File: config.mk
export PLATFORM = sky130hd
export DESIGN_NAME = dsbt_top
export DESIGN_NICKNAME = d
export VERILOG_FILES = /design/src/pkg/dsbt_pkg.sv /design/src/design/dsbt_sync.sv /design/src/design/dsbt_top.sv
export VERILOG_INCLUDE_DIRS = /design/src /design/src/pkg
export SDC_FILE = /design/constraint.sdc
export NUM_CORES = 1
export LEC_CHECK = 0
export CORE_ASPECT_RATIO = 0.6
export CORE_UTILIZATION = 59
export DETAILED_ROUTE_END_ITERATION = 12
export DONT_BUFFER_PORTS = 1
export HOLD_SLACK_MARGIN = 0.15
export PLACE_DENSITY_LB_ADDON = 0.08
export SLEW_MARGIN = 20
export SYNTH_ARGS = -nofsm -noshare
export SYNTH_HDL_FRONTEND = slang
export SYNTH_SLANG_ARGS = --single-unit
File: constraint.sdc
create_clock -name clock -period 2.7 [get_ports clock]
set_input_delay 0.27 -clock clock [delete_from_list [all_inputs] [get_ports clock]]
set_output_delay 0.27 -clock clock [all_outputs]
set_load 0.05 [all_outputs]
File: src/pkg/dsbt_map.svh
// Notes on behaviour
// - Vertical offset toggles every frame; amplitude from vertical moire control value.
// - Converter set: source 0 delay after mid-flyback; source 1 chosen line-drive edge.
// - Converter output turns on only after the trigger one-shot pulse ends.
// - Current-limit comparator resets the converter flip-flop, ending on-time.
// - Regulation comparator also resets the flip-flop, ORed with current limit.
// - Line drive turns on before converter drive, and off after it.
// - Over-voltage inhibits both drives after a two-line delay ignoring spikes.
// - An over-voltage trip sets the alarm flag readable by the host.
// - Over-voltage stays latched until supply drop or host clear bit.
// - Early blanking starts at first leading edge of vertical sync or discharge.
// - Early blanking ends at trailing edge of vertical discharge pulse.
// - Permanent-blank select high holds composite at blanking level for lock state.
// - Low supply, over-voltage or vertical drive disabled force permanent blanking.
// - Lock state and blanking state encode together as four composite levels.
// - Line drive inactive high in flyback, low supply, over-voltage, or once the soft stop after disable ends.
// - Soft start ramps from maximum off-duty to programmed duty; stop reverses.
`ifndef DSBT_MAP_SVH
`define DSBT_MAP_SVH
`define DSBT_CLK_NS 40
`define DSBT_TRIG_DELAY_NS 2000
`define DSBT_TRIG_DELAY_CYC ((`DSBT_TRIG_DELAY_NS + `DSBT_CLK_NS - 1) / `DSBT_CLK_NS)
`define DSBT_ONESHOT_NS 200
`define DSBT_ONESHOT_CYC ((`DSBT_ONESHOT_NS + `DSBT_CLK_NS - 1) / `DSBT_CLK_NS)
`define DSBT_OV_LINES 2'h2
`define DSBT_OFF_MAX 8'hff
`define DSBT_CNT_MAX 8'hff
`define DSBT_BLANK_BIT 0
`define DSBT_LOCK_BIT 1
`endif

File: src/pkg/dsbt_pkg.sv
package dsbt_pkg;
  // Soft phase sequencing of the two drives
  typedef enum logic [1:0] {
    PH_OFF = 2'b00,
    PH_RISE = 2'b01,
    PH_BOTH = 2'b10,
    PH_FALL = 2'b11
  } dsbt_phase_type;

  // Control bits from the host side
  typedef struct packed {
    logic line_drive_enable;
    logic vert_drive_enable;
    logic permanent_blank_sel;
    logic conv_trigger_source_sel;
    logic conv_trigger_edge_sel;
    logic overvoltage_clear_bit;
    logic [7:0] line_drive_duty;
    logic [7:0] vert_moire_amplitude;
  } dsbt_ctrl_type;

  // Synchronised pin inputs, bit order fixed
  typedef struct packed {
    logic flyback;
    logic overvoltage_sense_in;
    logic current_limit;
    logic regulation;
    logic vsync;
    logic vert_discharge;
    logic supply_ok;
    logic line_lock;
  } dsbt_pins_type;

  // Whole state of the top module
  typedef struct packed {
    dsbt_phase_type phase;
    logic [7:0] line_cnt;
    logic [7:0] fb_cnt;
    logic [7:0] fb_len;
    logic fly_prev;
    logic [7:0] soft_off;
    logic [1:0] ov_cnt;
    logic ov_latch;
    logic force_prev;
    logic [3:0] os_cnt;
    logic conv_ff;
    logic line_out;
    logic line_prev;
    logic vs_prev;
    logic vd_prev;
    logic vblank;
    logic moire_ph;
    logic [7:0] moire_off;
    logic [1:0] composite;
  } dsbt_state_type;
endpackage

File: src/design/dsbt_sync.sv
`timescale 1ns/1ps
`default_nettype none
module dsbt_sync #(
  parameter int WIDTH = 8
) (
  input wire logic clock,
  input wire logic resetn,
  input wire logic [WIDTH-1:0] din,
  output logic [WIDTH-1:0] dout
);
  typedef struct packed {
    logic [WIDTH-1:0] s1;
    logic [WIDTH-1:0] s2;
    logic [WIDTH-1:0] s3;
    logic [WIDTH-1:0] val;
  } dsbt_sync_type;

  dsbt_sync_type st_q, st_d;

  // Three stages; value moves once stages two and three agree
  always_comb begin
    st_d = st_q;
    st_d.s1 = din;
    st_d.s2 = st_q.s1;
    st_d.s3 = st_q.s2;
    for (int i = 0; i < WIDTH; i++) begin
      if (st_q.s2[i] == st_q.s3[i]) begin
        st_d.val[i] = st_q.s3[i];
      end
    end
  end

  // State register
  always_ff @(posedge clock or negedge resetn) begin
    if (!resetn) begin
      st_q <= '0;
    end else begin
      st_q <= st_d;
    end
  end

  assign dout = st_q.val;
endmodule // dsbt_sync
`default_nettype wire

File: src/design/dsbt_top.sv
`timescale 1ns/1ps
`default_nettype none
`include "dsbt_map.svh"
module dsbt_top (
  input wire logic clock,
  input wire logic resetn,
  input wire dsbt_pkg::dsbt_ctrl_type ctrl,
  input wire dsbt_pkg::dsbt_pins_type pins,
  output logic line_drive_out,
  output logic converter_drive_out,
  output logic overvoltage_alarm_flag,
  output logic [1:0] lock_blank_composite_out,
  output logic vert_moire_phase,
  output logic [7:0] vert_moire_offset
);
  import dsbt_pkg::*;

  localparam logic [7:0] TRIG_DELAY = 8'(`DSBT_TRIG_DELAY_CYC);
  localparam logic [3:0] ONESHOT = 4'(`DSBT_ONESHOT_CYC);

  dsbt_pins_type ps;
  dsbt_state_type st_q, st_d;
  logic line_start;
  logic force_off;
  logic trig;
  logic conv_reset;
  logic [7:0] trig_pt;
  logic line_act;

  // Pin inputs cross into the clock domain
  dsbt_sync #(.WIDTH(8)) u_sync (
    .clock(clock),
    .resetn(resetn),
    .din(pins),
    .dout(ps)
  );

  // Next-state logic
  always_comb begin
    st_d = st_q;
    line_start = ps.flyback && !st_q.fly_prev;
    force_off = !ps.supply_ok || st_q.ov_latch;
    st_d.fly_prev = ps.flyback;
    st_d.force_prev = force_off;

    // Line timing and flyback width
    if (line_start) begin
      st_d.line_cnt = 8'h00;
      st_d.fb_cnt = 8'h00;
    end else begin
      if (st_q.line_cnt != `DSBT_CNT_MAX) begin
        st_d.line_cnt = st_q.line_cnt + 8'h01;
      end
      if (ps.flyback && st_q.fb_cnt != `DSBT_CNT_MAX) begin
        st_d.fb_cnt = st_q.fb_cnt + 8'h01;
      end
    end
    if (!ps.flyback && st_q.fly_prev) begin
      st_d.fb_len = st_q.fb_cnt;
    end

    // Two-line debounce of over-voltage
    if (!ps.overvoltage_sense_in) begin
      st_d.ov_cnt = 2'h0;
    end else if (line_start && st_q.ov_cnt != `DSBT_OV_LINES) begin
      st_d.ov_cnt = st_q.ov_cnt + 2'h1;
    end
    // Latched trip; set wins over clear or supply drop
    if (st_d.ov_cnt == `DSBT_OV_LINES) begin
      st_d.ov_latch = 1'b1;
    end else if (ctrl.overvoltage_clear_bit || !ps.supply_ok) begin
      st_d.ov_latch = 1'b0;
    end

    // Soft phase-in and phase-out sequencing
    case (st_q.phase)
      PH_OFF: begin
        st_d.soft_off = `DSBT_OFF_MAX;
        if (ctrl.line_drive_enable && !force_off) begin
          st_d.phase = PH_RISE;
        end
      end
      PH_RISE: begin
        if (force_off || !ctrl.line_drive_enable) begin
          st_d.phase = PH_FALL;
        end else if (st_q.soft_off <= ctrl.line_drive_duty) begin
          st_d.phase = PH_BOTH;
        end else if (line_start) begin
          st_d.soft_off = st_q.soft_off - 8'h01;
        end
      end
      PH_BOTH: begin
        st_d.soft_off = ctrl.line_drive_duty;
        if (force_off || !ctrl.line_drive_enable) begin
          st_d.phase = PH_FALL;
        end
      end
      PH_FALL: begin
        if (force_off || st_q.soft_off == `DSBT_OFF_MAX) begin
          st_d.phase = PH_OFF;
        end else if (line_start) begin
          st_d.soft_off = st_q.soft_off + 8'h01;
        end
      end
      default: begin
        st_d.phase = PH_OFF;
      end
    endcase

    // Line drive, high means inactive; faults reach it one cycle after the converter
    line_act = (st_q.phase != PH_OFF) && !ps.flyback && !st_q.force_prev
      && (st_q.line_cnt >= st_q.soft_off);
    st_d.line_out = !line_act;
    st_d.line_prev = st_q.line_out;

    // Converter set trigger
    trig_pt = {1'b0, st_q.fb_len[7:1]} + TRIG_DELAY;
    if (!ctrl.conv_trigger_source_sel) begin
      trig = !line_start && (st_q.line_cnt == trig_pt);
    end else if (ctrl.conv_trigger_edge_sel) begin
      trig = st_q.line_out && !st_q.line_prev;
    end else begin
      trig = !st_q.line_out && st_q.line_prev;
    end

    // One-shot then set; any reset cause wins
    conv_reset = ps.current_limit || ps.regulation || force_off || (st_d.phase != PH_BOTH);
    if (trig && st_q.phase == PH_BOTH) begin
      st_d.os_cnt = ONESHOT;
    end else if (st_q.os_cnt != 4'h0) begin
      st_d.os_cnt = st_q.os_cnt - 4'h1;
    end
    if (conv_reset) begin
      st_d.conv_ff = 1'b0;
    end else if (st_q.os_cnt == 4'h1) begin
      st_d.conv_ff = 1'b1;
    end

    // Early vertical blanking
    st_d.vs_prev = ps.vsync;
    st_d.vd_prev = ps.vert_discharge;
    if ((ps.vsync && !st_q.vs_prev) || (ps.vert_discharge && !st_q.vd_prev)) begin
      st_d.vblank = 1'b1;
    end else if (!ps.vert_discharge && st_q.vd_prev) begin
      st_d.vblank = 1'b0;
    end

    // Composite lock and blank level
    st_d.composite[`DSBT_LOCK_BIT] = ps.line_lock;
    st_d.composite[`DSBT_BLANK_BIT] = st_d.vblank || ctrl.permanent_blank_sel
      || force_off || !ctrl.vert_drive_enable;

    // Per-frame moire toggle
    if (ps.vsync && !st_q.vs_prev) begin
      st_d.moire_ph = !st_q.moire_ph;
    end
    st_d.moire_off = st_d.moire_ph ? ctrl.vert_moire_amplitude : 8'h00;
  end

  // State register
  always_ff @(posedge clock or negedge resetn) begin
    if (!resetn) begin
      st_q <= '{phase: PH_OFF, soft_off: `DSBT_OFF_MAX, line_out: 1'b1, line_prev: 1'b1,
                composite: 2'h1, default: '0};
    end else begin
      st_q <= st_d;
    end
  end

  assign line_drive_out = st_q.line_out;
  assign converter_drive_out = st_q.conv_ff;
  assign overvoltage_alarm_flag = st_q.ov_latch;
  assign lock_blank_composite_out = st_q.composite;
  assign vert_moire_phase = st_q.moire_ph;
  assign vert_moire_offset = st_q.moire_off;

  // Checks
  property p_trip_needs_sense;
    @(posedge clock) disable iff (!resetn) $rose(overvoltage_alarm_flag) |-> $past(ps.overvoltage_sense_in);
  endproperty
  a_trip_needs_sense: assert property (p_trip_needs_sense) else $error("alarm without sense");

  property p_debounce_restart;
    @(posedge clock) disable iff (!resetn) !ps.overvoltage_sense_in |=> st_q.ov_cnt == 2'h0;
  endproperty
  a_debounce_restart: assert property (p_debounce_restart) else $error("debounce not cleared");

  property p_alarm_held;
    @(posedge clock) disable iff (!resetn)
      overvoltage_alarm_flag && ps.supply_ok && !ctrl.overvoltage_clear_bit |=> overvoltage_alarm_flag;
  endproperty
  a_alarm_held: assert property (p_alarm_held) else $error("alarm dropped");

  property p_line_off_ovp;
    @(posedge clock) disable iff (!resetn) overvoltage_alarm_flag [*2] |=> line_drive_out;
  endproperty
  a_line_off_ovp: assert property (p_line_off_ovp) else $error("line active in alarm");

  property p_conv_off_force;
    @(posedge clock) disable iff (!resetn) (overvoltage_alarm_flag || !ps.supply_ok) |=> !converter_drive_out;
  endproperty
  a_conv_off_force: assert property (p_conv_off_force) else $error("converter on in fault");

  property p_curlim_reset;
    @(posedge clock) disable iff (!resetn) ps.current_limit |=> !converter_drive_out;
  endproperty
  a_curlim_reset: assert property (p_curlim_reset) else $error("current limit ignored");

  property p_reg_reset;
    @(posedge clock) disable iff (!resetn) ps.regulation |=> !converter_drive_out;
  endproperty
  a_reg_reset: assert property (p_reg_reset) else $error("regulation ignored");

  property p_conv_after_pulse;
    @(posedge clock) disable iff (!resetn) $rose(converter_drive_out) |-> $past(st_q.os_cnt) == 4'h1;
  endproperty
  a_conv_after_pulse: assert property (p_conv_after_pulse) else $error("set before pulse end");

  property p_conv_in_both;
    @(posedge clock) disable iff (!resetn) converter_drive_out |-> st_q.phase == PH_BOTH;
  endproperty
  a_conv_in_both: assert property (p_conv_in_both) else $error("converter outside run phase");

  property p_blank_start;
    @(posedge clock) disable iff (!resetn) ($rose(ps.vsync) || $rose(ps.vert_discharge)) |=> st_q.vblank;
  endproperty
  a_blank_start: assert property (p_blank_start) else $error("blank not started");

  property p_blank_end;
    @(posedge clock) disable iff (!resetn) $fell(ps.vert_discharge) && !$rose(ps.vsync) |=> !st_q.vblank;
  endproperty
  a_blank_end: assert property (p_blank_end) else $error("blank not ended");

  property p_force_blank;
    @(posedge clock) disable iff (!resetn)
      (!ps.supply_ok || !ctrl.vert_drive_enable || ctrl.permanent_blank_sel) |=> lock_blank_composite_out[0];
  endproperty
  a_force_blank: assert property (p_force_blank) else $error("blank not forced");

  property p_moire_toggle;
    @(posedge clock) disable iff (!resetn) $rose(ps.vsync) |=> vert_moire_phase != $past(vert_moire_phase);
  endproperty
  a_moire_toggle: assert property (p_moire_toggle) else $error("moire not toggled");

  c_conv_on: cover property (@(posedge clock) disable iff (!resetn) $rose(converter_drive_out));
  c_trip: cover property (@(posedge clock) disable iff (!resetn) $rose(overvoltage_alarm_flag));
  c_soft_stop: cover property (@(posedge clock) disable iff (!resetn) st_q.phase == PH_FALL);
  c_vblank: cover property (@(posedge clock) disable iff (!resetn) $fell(st_q.vblank));
endmodule // dsbt_top
`default_nettype wire

==> results.md, run 1 <==
- The flow ran to the end, and the final reports show no timing, DRC or antenna violations.
- The synthesis-to-layout area growth is 13.4%.
- Averaged over all synthesized cells, the footprint is 11.0 um2.
- The number of slew-limit violations in the final report is 0.
- Of the total synthesized cell area, the portion taken by AND, OR, NAND and NOR gates is 0.149.
- The share of synthesized area occupied by flip-flops and latches is 0.516.
- The layer with the highest usage is met1.
- The sequential cells in the finished layout cover a total of 2290 um2.
- The largest vdd supply drop is 0.000588 V.
- Summed over all layers, the global routing overflow is 0.
- The number of detailed-routing iterations run before antenna repair is 4.
- After routing, the total negative slack on setup checks comes to 0 ns.
- The number of CTS-inserted buffers is 9.
- In the routed design, unresolved DRC markers number 0.
- The element type at the critical path end is a flop.
- The power density relative to cell area is 1070 nW/um2.
- The worst setup path is of the reg -> reg kind.
- The clock transition at the registers of the reported paths is 0.06 ns.
- The die width is 114 um.
- In the final routed layout, each cell accounts on average for 15.1 um.
- After filler insertion, the fill cell instance count of the layout stands at 564.
- Pin placement for this block handled 46 I/O pins.
- The worst min-delay path category is in -> reg.
- Buffers placed on the I/O ports in this run total 0.
- The biggest cell delay along the critical path is 0.58 ns.
- The setup clock skew after layout is 0.00574 ns.
- The portion of synthesized cell area occupied by the leading cell type is 0.451.
- The number of sinks driven by the clock tree is 91.
- The floorplan has 24 rows.
- The synthesized design contains 0 enable-type register cells.
- The area of the placeable core is 7270 um2.
- The vias per cell is 5.33.
- For met1 alone, demand over resource in global routing was 0.349.
- TritonCTS built the clock tree.
- The die is 69.2 um tall.
- The synthesized netlist occupies a cell area of 4440 um2.
- In this run, synthesis produced a sequential element count of 91.
- The Yosys step of the flow raised 0 warnings.
- The worst setup path is launched from a flop.
- The dominant cell by count in the synthesized netlist is sky130_fd_sc_hd__dfrtp_1.
- The slack of the critical path is 0.285 ns.
- The final design utilization is 0.692.
- The fraction of layout instances using a drive strength above 1 is 0.121.
- The standard cell area after detailed placement is 4480 um2.
- The largest family of logic cells by synthesized area is simple AND/OR/NAND/NOR gates.
- The number of hold violations in the final report is 0.
- The multi-input logic area is 1910 um2.
- The area of the die is 7880 um2.
- The number of antenna violations at the first check in global routing came to 0.
- Static timing analysis puts the maximum clock frequency at 414 MHz.
- Along the worst path, the maximum fanout reaches 9.
- Of the total synthesized cell area, the portion taken by XOR and XNOR cells is 0.0592.
- Once layout is done, the placed cells without fillers occupy 5030 um2.
- The cell with the largest stage delay on the worst path is sky130_fd_sc_hd__dfstp_2.
- For this design the static power due to leakage is 2.33 nW.
- Data arrives at the worst endpoint at 2.65 ns.
- The starting density of the core is 0.611.
- After layout, the minimum clock period comes to 2.42 ns.
- sky130_fd_sc_hd__dfrtp_1 takes more of the synthesized area than any other cell.
- The later-pin clock latency in the skew report is 0.33 ns.
- The global router's overall resource usage is 0.225.
- Setup repair after global routing left no endpoint under its margin.
- Setup violations remaining at the end of the flow were counted as 0.
- The longest clock path from root to sink contains 2 buffers.
- The met2 track utilization from global routing is 0.316.
- The transition at the pin with the smallest max-transition slack is 0.723 ns.
- The endpoint required time on the critical path is 2.94 ns.
- The number of different library cells in the post-synthesis netlist is 54.
- The H-tree generated during clock tree synthesis spans 3 levels.
- The vias after detailed routing is 2834.
- After synthesis, the cell types taking the most area are sky130_fd_sc_hd__dfrtp_1 (45%), sky130_fd_sc_hd__ha_1 (8.2%), sky130_fd_sc_hd__dfstp_2 (6.5%), sky130_fd_sc_hd__xnor2_1 (3.0%), sky130_fd_sc_hd__xor2_1 (3.0%).
- The first global-routing pass estimated 13600 um of wire.
- Detailed placement ended at an HPWL of 5690 um.
- The gate count of the mapped netlist is 402.
- Traced cell by cell, the critical path runs through ha_1 -> and3_1 -> a221o_1 -> a21oi_2 -> nor3_1 -> nor2_2 -> buf_4 -> a21oi_1 -> o21ai_0.
- The global placer's final weighted congestion is 0.896.
- The number of routed nets with antenna violations is 0.
- Of the total synthesized cell area, the portion taken by full adders, half adders and majority gates is 0.107.
- The share of synthesized registers carrying an async set or reset is 1.00.
- The share of synthesized area spent on multiplexers is 0.0268.
- The total routed wirelength is 8030 um.
- Entering global routing, the biggest net connects 92 pins.
- The number of antenna diodes is 0.
- At the end of the flow, the number of nets in the layout was 485.
- The number of maximum-capacitance constraint violations is 0.
- The commonest cells after synthesis are sky130_fd_sc_hd__dfrtp_1 (80), sky130_fd_sc_hd__ha_1 (29), sky130_fd_sc_hd__inv_1 (29), sky130_fd_sc_hd__nor2_1 (29), sky130_fd_sc_hd__nand2_1 (25).
- In this run the tightest slew margin relative to its limit is 0.515.
- After the first detailed-routing iteration, the DRC count stood at 120.
- The most used flip-flop cell after synthesis is sky130_fd_sc_hd__dfrtp_1.
- The number of nets produced by synthesis is 464.
- The met3 layer usage reported by global route is 0.0533.
- Before CTS, the worst setup slack after placement is 0.340 ns.
- The library cell used as clock root buffer is sky130_fd_sc_hd__clkbuf_16.
- The fraction of the mapped netlist area in compound gates is 0.0894.
- In this run the post-CTS setup repair buffer count came out at 0.
- The number of global-route vias before repair is 2776.
- The share of the clock period used by the worst path after layout is 0.895.
==> final timing paths <==
path | from | end | slack (ns) | cells after the start
max in group asynchronous | resetn | st_q[25] | 1.80 | 2
min in group asynchronous | resetn | u_sync.dout[5] | 0.52 | 2
max | st_q[27] | st_q[25] | 0.28 | 9
max reg2reg | st_q[27] | st_q[25] | 0.28 | 9
min | ctrl[12] | st_q[29] | 0.17 | 2
min reg2reg | u_sync.st_d[16] | u_sync.st_d[8] | 0.35 | 0
==> per-layer routing <==
layer | vias to the layer above | wire [um]
li1 | 1410 | -
met1 | 1369 | 4100
met2 | 49 | 3510
met3 | 6 | 345
met4 | 0 | 71
met5 | - | 0
==> state kept, by name, summed over array words and instances, names as in the netlist <==
register,cells
st_q,45
converter_drive_out,1
overvoltage_alarm_flag,1
vert_moire_offset,8
u_sync.st_d,16
line_drive_out,1
u_sync.st_q,8
u_sync.dout,8
vert_moire_phase,1
lock_blank_composite_out,2
==> kinds of logic (layout without fill, tap and decap cells) <==
family          Yosys count  after routing
simple gates            127            127
flops                    91             91
compound gates           58             58
buf+inv                  46             72
fa+ha+maj                39             39
xor+xnor                 30             30
mux                      11             11
==> critical path, delay by kind of cell, from the launching register on <==
family / cells / cell delay (ns)
compound gates: 4 / 0.70
buf+inv: 1 / 0.22
fa+ha+maj: 1 / 0.25
flops: 1 / 0.58
simple gates: 3 / 0.57
==> where the power goes <==
group	switching, mW	leakage (nW)	internal, mW
registers	0.467	1.11	1.69
clock network	0.467	0.154	0.811
logic	1.10	1.07	0.868
total	2.03	2.33	3.36
==> placed cells by master (no fill, tap or decap), types with 5 or more instances in the layout <==
master / instances
sky130_fd_sc_hd__dfrtp_1: 80
sky130_fd_sc_hd__nor2_1: 29
sky130_fd_sc_hd__nor3_1: 6
sky130_fd_sc_hd__xor2_1: 15
sky130_fd_sc_hd__nor3b_1: 5
sky130_fd_sc_hd__buf_4: 5
sky130_fd_sc_hd__nor2b_1: 15
sky130_fd_sc_hd__o21ai_0: 18
sky130_fd_sc_hd__ha_1: 29
sky130_fd_sc_hd__maj3_1: 9
sky130_fd_sc_hd__dlygate4sd3_1: 21
sky130_fd_sc_hd__xnor2_1: 15
sky130_fd_sc_hd__and3_1: 6
sky130_fd_sc_hd__nand3_1: 11
sky130_fd_sc_hd__nand4_1: 6
sky130_fd_sc_hd__nand2_1: 25
sky130_fd_sc_hd__clkbuf_16: 9
sky130_fd_sc_hd__dfstp_2: 11
sky130_fd_sc_hd__mux2_2: 7
sky130_fd_sc_hd__nand2b_1: 6
sky130_fd_sc_hd__inv_1: 29
sky130_fd_sc_hd__a21oi_1: 18
==> timing repair <==
item	in CTS	in global routing
hold buffers	22	0
gates resized for setup	0	0
hold endpoints to repair	110	0
==> stage by stage <==
stage,hold WS (ns),total power [mW],std cells
final,0.168,5.40,532
after global routing,0.207,5.80,532
after CTS,0.170,5.43,532
after detailed placement,-0.0243,4.07,494
after global placement,-0.0237,3.97,494
after floorplan,-0.0256,3.71,402
==> cell type report <==
cell class / instances / area share
Multi-Input combinational cell: 265 / 0.381
Sequential cell: 91 / 0.455
Inverter: 29 / 0.0216
Timing Repair Buffer: 27 / 0.0547
Clock buffer: 11 / 0.0463
Clock inverter: 5 / 0.0157
Tap cell: 104 / 0.0259
(Power assumes the default switching activity.)
==> run 2, diff against run 1 <==
==> constraint.sdc (replaced) <==
create_clock -name clock -period 2.7 [get_ports clock]
set_input_delay 0.54 -clock clock [delete_from_list [all_inputs] [get_ports clock]]
set_output_delay 0.54 -clock clock [all_outputs]
set_load 0.05 [all_outputs]
==> run 2 against run 1 <==
Sequential share of layout area grew 1.7 points; power rose by 1.0%; clock skew increased by 0.0022 ns; non-clock buffer count shrank 20; hold slack better by 0.060 ns; final cell count shrank 3.8%; via count down 1.8%; highest routed layer unchanged; critical path type unchanged; worst setup slack lost 0.032 ns; largest power group unchanged; utilization shrank 2.5 points; routed wire length shrank 1.1%.
==> results.md, run 2 (synthesis results as in run 1) <==
- The synthesis-to-layout area growth is 9.22%.
- The sum of negative setup slack is 0 ns (unchanged).
- The global router's overall resource usage is 0.222 (-0.00326).
- The transition at the pin with the smallest max-transition slack was 0.740 ns (+0.0174 ns).
- The register with the most flip-flops is st_q.
- The cell row count is 24 (unchanged).
- The number of maximum-capacitance constraint violations is 0 (unchanged).
- The die extent in y was 69.2 um (unchanged).
- The final instance area is 4850 um2 (-3.7%).
- The library cells used most frequently in the layout, excluding fill and tap cells, are sky130_fd_sc_hd__dfrtp_1 (80), sky130_fd_sc_hd__inv_1 (29), sky130_fd_sc_hd__nor2_1 (29), sky130_fd_sc_hd__ha_1 (29), sky130_fd_sc_hd__nand2_1 (25).
- The biggest cell delay along the critical path came to 0.60 ns (+0.02 ns).
- The share of the clock period used by the worst path after layout is 0.906 (+0.0118).
- The met2 track utilization from global routing is 0.300 (-0.0162).
- The final critical path time including I/O delays and setup was 2.45 ns (+0.0319 ns).
- The kind of critical path is reg -> reg.
- The total routed wirelength is 7940 um (-1.1%).
- The final design utilization was 0.667 (-0.0253).
- The clock transition at the registers of the reported paths is 0.07 ns (about the same).
- The number of antenna diodes is 0 (unchanged).
- The number of global-route vias before repair was 2641 (-4.9%).
- The highest net fanout along the worst path came to 5 (-4).
- The placed instance count is 494 (unchanged).
- The final routed wire length divided by cell count is 15.5 um (+2.7%).
- TritonCTS built the clock tree.
- The met1 capacity usage during global routing is 0.347 (-0.00225).
- The number of sinks driven by the clock tree is 91 (unchanged).
- The number of standard cells in the layout, taps in and fillers out is 512 (-3.8%).
- Walking the worst path, the cells encountered are ha_1 -> and3_1 -> a221o_1 -> a21oi_2 -> nor2_2 -> o311ai_4 -> o21ai_2 -> nor4_2.
- The leading cell type in the layout, fill and taps excluded is sky130_fd_sc_hd__dfrtp_1.
- The count of fill cells added during filler insertion came to 566 (+0.35%).
- met1 is the most crowded layer.
- The setup clock skew after layout was 0.00792 ns (+0.00218 ns).
- The number of detailed-routing iterations run before antenna repair was 4 (unchanged).
- The later-pin clock latency in the skew report was 0.33 ns (about the same).
- The global placer's final weighted congestion is 0.868 (-3.1%).
- The final setup violation count is 0 (unchanged).
- The initial DRC count is 235 (+96%).
- The area of the placeable core is 7270 um2 (unchanged).
- The number of remaining DRC errors is 0 (unchanged).
- The wire length of the first global-routing pass is 13200 um (-3.1%).
- The sum of overflow across all layers after global routing was 0 (unchanged).
- The static power due to leakage was 2.25 nW (-3.4%).
- The vias after detailed routing is 2784 (-1.8%).
- The starting density of the core is 0.611 (unchanged).
- The endpoint required time on the critical path came to 2.94 ns (about the same).
- The buffers plus inverters on the worst setup path is 0 (-1).
- The largest net degree at the start of global routing is 92 (unchanged).
- The slack of the critical path is 0.253 ns (-0.0319 ns).
- The buffer levels on the longest clock path is 2 (unchanged).
- The worst hold-check slack is 0.228 ns (+0.0604 ns).
- The largest individual stage delay along the critical path comes from the cell sky130_fd_sc_hd__dfstp_2.
- The total power draw came to 5.45 mW (+1.0%).
- The fraction of layout instances using a drive strength above 1 is 0.130 (+0.00841).
- The largest vdd supply drop is 0.000482 V (-18%).
- The buffers inserted during post-CTS setup optimization was 0 (unchanged).
- The number of CTS-inserted buffers is 9 (unchanged).
- The category of cells accounting for the largest share of critical-path delay is compound AO/OA/AOI/OAI gates.
- The number of antenna violations at the first check in global routing is 0 (unchanged).
- The standard cell area after detailed placement is 4480 um2 (unchanged).
- The HPWL after detailed placement is 5610 um (-1.5%).
- The flip-flop count of the largest register after layout is 45 (unchanged).
- The number of top-level design ports came to 46 (unchanged).
- The number of hold violations in the final report is 0 (unchanged).
- The die width is 114 um (unchanged).
- The met3 layer usage reported by global route is 0.0594 (+0.00612).
- The area of the die is 7880 um2 (unchanged).
- The run finished with clean final reports.
- Setup repair after global routing left no endpoint under its margin.
- The remaining max-slew budget at the tightest pin is 0.503 (-0.0117).
- The worst setup slack after placement is 0.272 ns (-0.0683 ns).
- The number of routed nets with antenna violations is 0 (unchanged).
- The power density relative to cell area is 1120 nW/um2 (+4.9%).
- STA classifies the critical path endpoint as a flop.
- The arrival time of data at the critical path endpoint is 2.68 ns (+0.03 ns).
- The element type at the critical path start is a flop.
- The number of H-tree levels is 3 (unchanged).
- The library cell used as clock root buffer is sky130_fd_sc_hd__clkbuf_16.
- The final net count is 465 (-4.1%).
- The highest attainable clock frequency was 409 MHz (-1.3%).
- The number of slew-limit violations in the final report is 0 (unchanged).
- The vias per cell is 5.44 (+2.1%).
- The count of buffers inserted at the top-level ports is 0 (unchanged).
- The worst min-delay path category is in -> reg.
[run 2: worst reg2reg max path: cells and delay by family, from the launching register on]
family	cells	cell delay [ns]
AOI/OAI and AO/OA	4	0.91
DFF	1	0.60
and+or+nand+nor	3	0.57
adders and majority gates	1	0.26
[run 2: layout make-up]
cell class,count,area [um2],area share
flip-flops and latches,91,2290,0.473
multi-input cells,265,1910,0.395
clock buffers,11,243,0.0501
well taps,104,130,0.0268
inverters,29,109,0.0225
clock inverters,5,85.1,0.0176
repair buffers,7,75.1,0.0155
[run 2: routing by layer]
| layer | part of all wire | wire (um) |
|---|---|---|
| met1 | 0.53 | 4170 |
| met2 | 0.42 | 3340 |
| met3 | 0.044 | 350 |
| met4 | 0.010 | 80 |
| met5 | 0 | 0 |
[run 2: report_power, final]
group	leakage, nW	switching, mW	internal [mW]	total (mW)
Sequential	1.11	0.469	1.69	2.16
Clock	0.156	0.510	0.841	1.35
Combinational	0.990	1.10	0.850	1.95
[run 2: worst paths after layout]
| check | from | endpoint | slack (ns) | cells past startpoint |
|---|---|---|---|---|
| max in group asynchronous | resetn | st_q[26] | 1.54 | 2 |
| worst min register to register | u_sync.st_d[22] | u_sync.st_d[14] | 0.35 | 0 |
| worst max register to register | st_q[27] | converter_drive_out | 0.25 | 8 |
| worst max-delay path | st_q[27] | converter_drive_out | 0.25 | 8 |
| worst min-delay path | pins[5] | u_sync.st_d[21] | 0.23 | 0 |
| min in group asynchronous | resetn | u_sync.dout[0] | 0.78 | 2 |
[run 2: timing repair]
item                                   CTS  global route
gates resized for setup                  0             0
endpoints found under the hold margin   91             0
hold buffers                             2             0
==> run 3, diff against run 2 <==
ABC_AREA = 1   (was not set)
==> run 3 against run 2 <==
Sequential power hardly changed; largest cell class unchanged; final cell count rose by 27%; first-iteration DRC count is 3.0% higher; area after synthesis is 5.8% higher; die area is 5.7% higher; largest power group is now combinational logic; global-route usage rose by 4.2 points.
==> results.md, run 3 <==
- The transition at the pin with the smallest max-transition slack came to 0.743 ns (+0.00233 ns).
- The share of synthesized registers carrying an async set or reset is 1.00 (unchanged).
- The largest vdd supply drop is 0.000536 V (+11%).
- The global placer's final weighted congestion was 0.904 (+4.1%).
- The worst setup path is launched from a flop.
- The path class of the tightest hold or removal check is in -> reg.
- The fraction of layout instances using a drive strength above 1 is 0.0993 (-0.0306).
- The endpoint required time on the critical path is 2.99 ns (+0.05 ns).
- STA classifies the critical path endpoint as a flop.
- The arrival time of data at the critical path endpoint came to 2.61 ns (-0.07 ns).
- The HPWL after detailed placement is 7000 um (+25%).
- The highest attainable clock frequency is 430 MHz (+5.1%).
- The sum of overflow across all layers after global routing is 0 (unchanged).
- The buffer levels on the longest clock path came to 2 (unchanged).
- The die extent in y came to 71.1 um (+2.8%).
- The number of nets produced by synthesis is 601 (+30%).
- The worst setup path is of the reg -> reg kind.
- The number of antenna diodes came to 0 (unchanged).
- In the layout the commonest cells are sky130_fd_sc_hd__nand2_1 (126), sky130_fd_sc_hd__inv_1 (89), sky130_fd_sc_hd__dfrtp_1 (80).
- The largest net degree at the start of global routing is 92 (unchanged).
- The number of antenna violations at the first check in global routing is 0 (unchanged).
- The count of warnings emitted by yosys came to 0 (unchanged).
- The vias per cell is 5.31 (-2.3%).
- The area of the die is 8330 um2 (+5.7%).
- The flow ran to the end, and the final reports show no timing, DRC or antenna violations.
- Leaving out fill and tap cells, the most frequent cell in the layout is sky130_fd_sc_hd__nand2_1.
- TritonCTS built the clock tree.
- The power density relative to cell area is 1110 nW/um2 (-1.4%).
- After synthesis, the cell types taking the most area are sky130_fd_sc_hd__dfrtp_1 (43%), sky130_fd_sc_hd__nand2_1 (10%), sky130_fd_sc_hd__ha_1 (7.7%), sky130_fd_sc_hd__inv_1 (7.1%), sky130_fd_sc_hd__dfstp_2 (6.2%).
- The starting density of the core was 0.628 (+0.0173).
- The number of detailed-routing iterations run before antenna repair is 5 (+1).
- The worst reg-to-reg setup slack is 0.37 ns (+0.12 ns).
- The number of hold violations in the final report is 0 (unchanged).
- The static power due to leakage is 2.61 nW (+16%).
- The final routed wire length divided by cell count came to 14.8 um (-4.4%).
- Setup repair after global routing left no endpoint under its margin.
- The number of maximum-capacitance constraint violations is 0 (unchanged).
- The remaining max-slew budget at the tightest pin was 0.501 (-0.00156).
- The flip-flop cell with the highest count after synthesis is sky130_fd_sc_hd__dfrtp_1.
- By count the netlist is led by sky130_fd_sc_hd__nand2_1 (126), sky130_fd_sc_hd__inv_1 (89), sky130_fd_sc_hd__dfrtp_1 (80).
- The register with the most flip-flops is st_q.
- The number of different library cells in the post-synthesis netlist is 40 (-26%).
- The share of the clock period used by the worst path after layout is 0.862 (-0.0443).
- The flip-flop count of the largest register after layout is 45 (unchanged).
- The clock transition at the registers of the reported paths came to 0.06 ns (about the same).
- The total routed wirelength came to 9600 um (+21%).
- The gate count of the mapped netlist is 539 (+34%).
- The number of remaining DRC errors came to 0 (unchanged).
- The worst setup slack after placement is 0.446 ns (+0.174 ns).
- The number of CTS-inserted buffers is 9 (unchanged).
- The wire length of the first global-routing pass came to 16300 um (+24%).
- The count of buffers inserted at the top-level ports is 0 (unchanged).
- The highest net fanout along the worst path is 12 (+7).
- The number of enable flip-flop cells after synthesis was 0 (unchanged).
- The number of sinks driven by the clock tree was 91 (unchanged).
- The cell row count is 24 (unchanged).
- The number of slew-limit violations in the final report is 0 (unchanged).
- The die width was 117 um (+2.8%).
- The share of synthesized area occupied by flip-flops and latches is 0.488 (-0.0283).
- The sum of negative setup slack is 0 ns (unchanged).
- The buffers inserted during post-CTS setup optimization is 0 (unchanged).
- The slack of the critical path is 0.373 ns (+0.120 ns).
- The flip-flop and latch count after synthesis is 91 (unchanged).
- The number of H-tree levels is 3 (unchanged).
- The initial DRC count came to 242 (+3.0%).
- From synthesis to final layout, the design area changed by 8.07%.
- The average cell area after synthesis is 8.71 um2 (-21%).
- The number of top-level design ports is 46 (unchanged).
- The later-pin clock latency in the skew report is 0.34 ns (about the same).
- The global router's overall resource usage is 0.264 (+0.0420).
- The largest total area in the synthesized netlist belongs to sky130_fd_sc_hd__dfrtp_1.
- The total power draw is 5.63 mW (+3.3%).
- The setup clock skew after layout is 0.00572 ns (-0.00220 ns).
- The final net count was 601 (+29%).
- The number of global-route vias before repair is 3407 (+29%).
- The dominant cell by count in the synthesized netlist is sky130_fd_sc_hd__nand2_1.
- The area of the placeable core came to 7480 um2 (+2.9%).
- The root buffer cell chosen for the clock tree is sky130_fd_sc_hd__clkbuf_16.
- The final critical path time including I/O delays and setup is 2.33 ns (-0.120 ns).
- The portion of synthesized cell area occupied by the leading cell type was 0.426 (-0.0248).
- The worst hold-check slack is 0.218 ns (-0.00989 ns).
- The vias after detailed routing is 3443 (+24%).
- The netlist area before placement is 4700 um2 (+5.8%).
- The final setup violation count was 0 (unchanged).
- The number of routed nets with antenna violations is 0 (unchanged).
-- run 3: cell families after synthesis --
kind of cell,after synthesis,synth area share
buf+inv,107,0.0951
compound gates,58,0.0682
fa+ha+maj,38,0.0986
flops,91,0.488
xor+xnor,11,0.0205
simple gates,233,0.228
mux,1,0.00213
-- run 3: what timing repair did --
action / in CTS / in global routing
endpoints found under the setup margin: 0 / 0
gates resized for setup: 0 / 0
endpoints found under the hold margin: 91 / 0
hold buffers: 2 / 0
-- run 3: cell type report --
| class | instances | area [um2] |
|---|---|---|
| flip-flops and latches | 91 | 2290 |
| clock buffers | 11 | 243 |
| well taps | 104 | 130 |
| repair buffers | 2 | 37.5 |
| inverters | 94 | 355 |
| multi-input cells | 341 | 1960 |
| fillers | 588 | 2400 |
| clock inverters | 5 | 60.1 |
-- run 3: worst max-delay path: stages (launching register included) --
cell                      delay [ns]
sky130_fd_sc_hd__dfrtp_1        0.58
sky130_fd_sc_hd__nand2_1        0.37
sky130_fd_sc_hd__ha_1           0.47
sky130_fd_sc_hd__nand2_1        0.07
sky130_fd_sc_hd__nand2_1        0.10
sky130_fd_sc_hd__inv_1          0.06
sky130_fd_sc_hd__nand2_1        0.11
sky130_fd_sc_hd__nand2_1        0.09
sky130_fd_sc_hd__nand3_1        0.08
sky130_fd_sc_hd__nand3_1        0.08
sky130_fd_sc_hd__nand3_1        0.08
sky130_fd_sc_hd__nand3_1        0.08
sky130_fd_sc_hd__nand2_1        0.08
-- run 3: through the flow --
stage | cell area, um2 | utilization | std cells
floorplan | 4700 | - | 539
global placement | 4730 | 0.633 | 630
detailed placement | 4730 | 0.633 | 630
CTS | 5070 | 0.679 | 648
global route | 5070 | 0.679 | 648
finish | 5070 | 0.679 | 648
-- run 3: final timing paths --
check,from,to,cells after the start
max,st_q[58],st_q[32],12
min,pins[0],u_sync.st_d[16],0
max reg2reg,st_q[58],st_q[32],12
min reg2reg,u_sync.st_d[19],u_sync.st_d[11],0
max in group asynchronous,resetn,st_q[26],2
min in group asynchronous,resetn,st_q[11],2
-- run 3: per-layer routing --
| metal | track usage | routed length, um | vias up |
|---|---|---|---|
| li1 | - | - | 1707 |
| met1 | 0.398 | 4950 | 1611 |
| met2 | 0.365 | 3900 | 112 |
| met3 | 0.0805 | 621 | 13 |
| met4 | 0.0774 | 128 | 0 |
| met5 | 0 | 0 | - |
-- run 3: report_power, final --
part | internal [mW] | leakage, nW | switching, mW
clock | 0.747 | 0.147 | 0.513
sequential | 1.69 | 1.11 | 0.474
combinational | 0.816 | 1.36 | 1.39
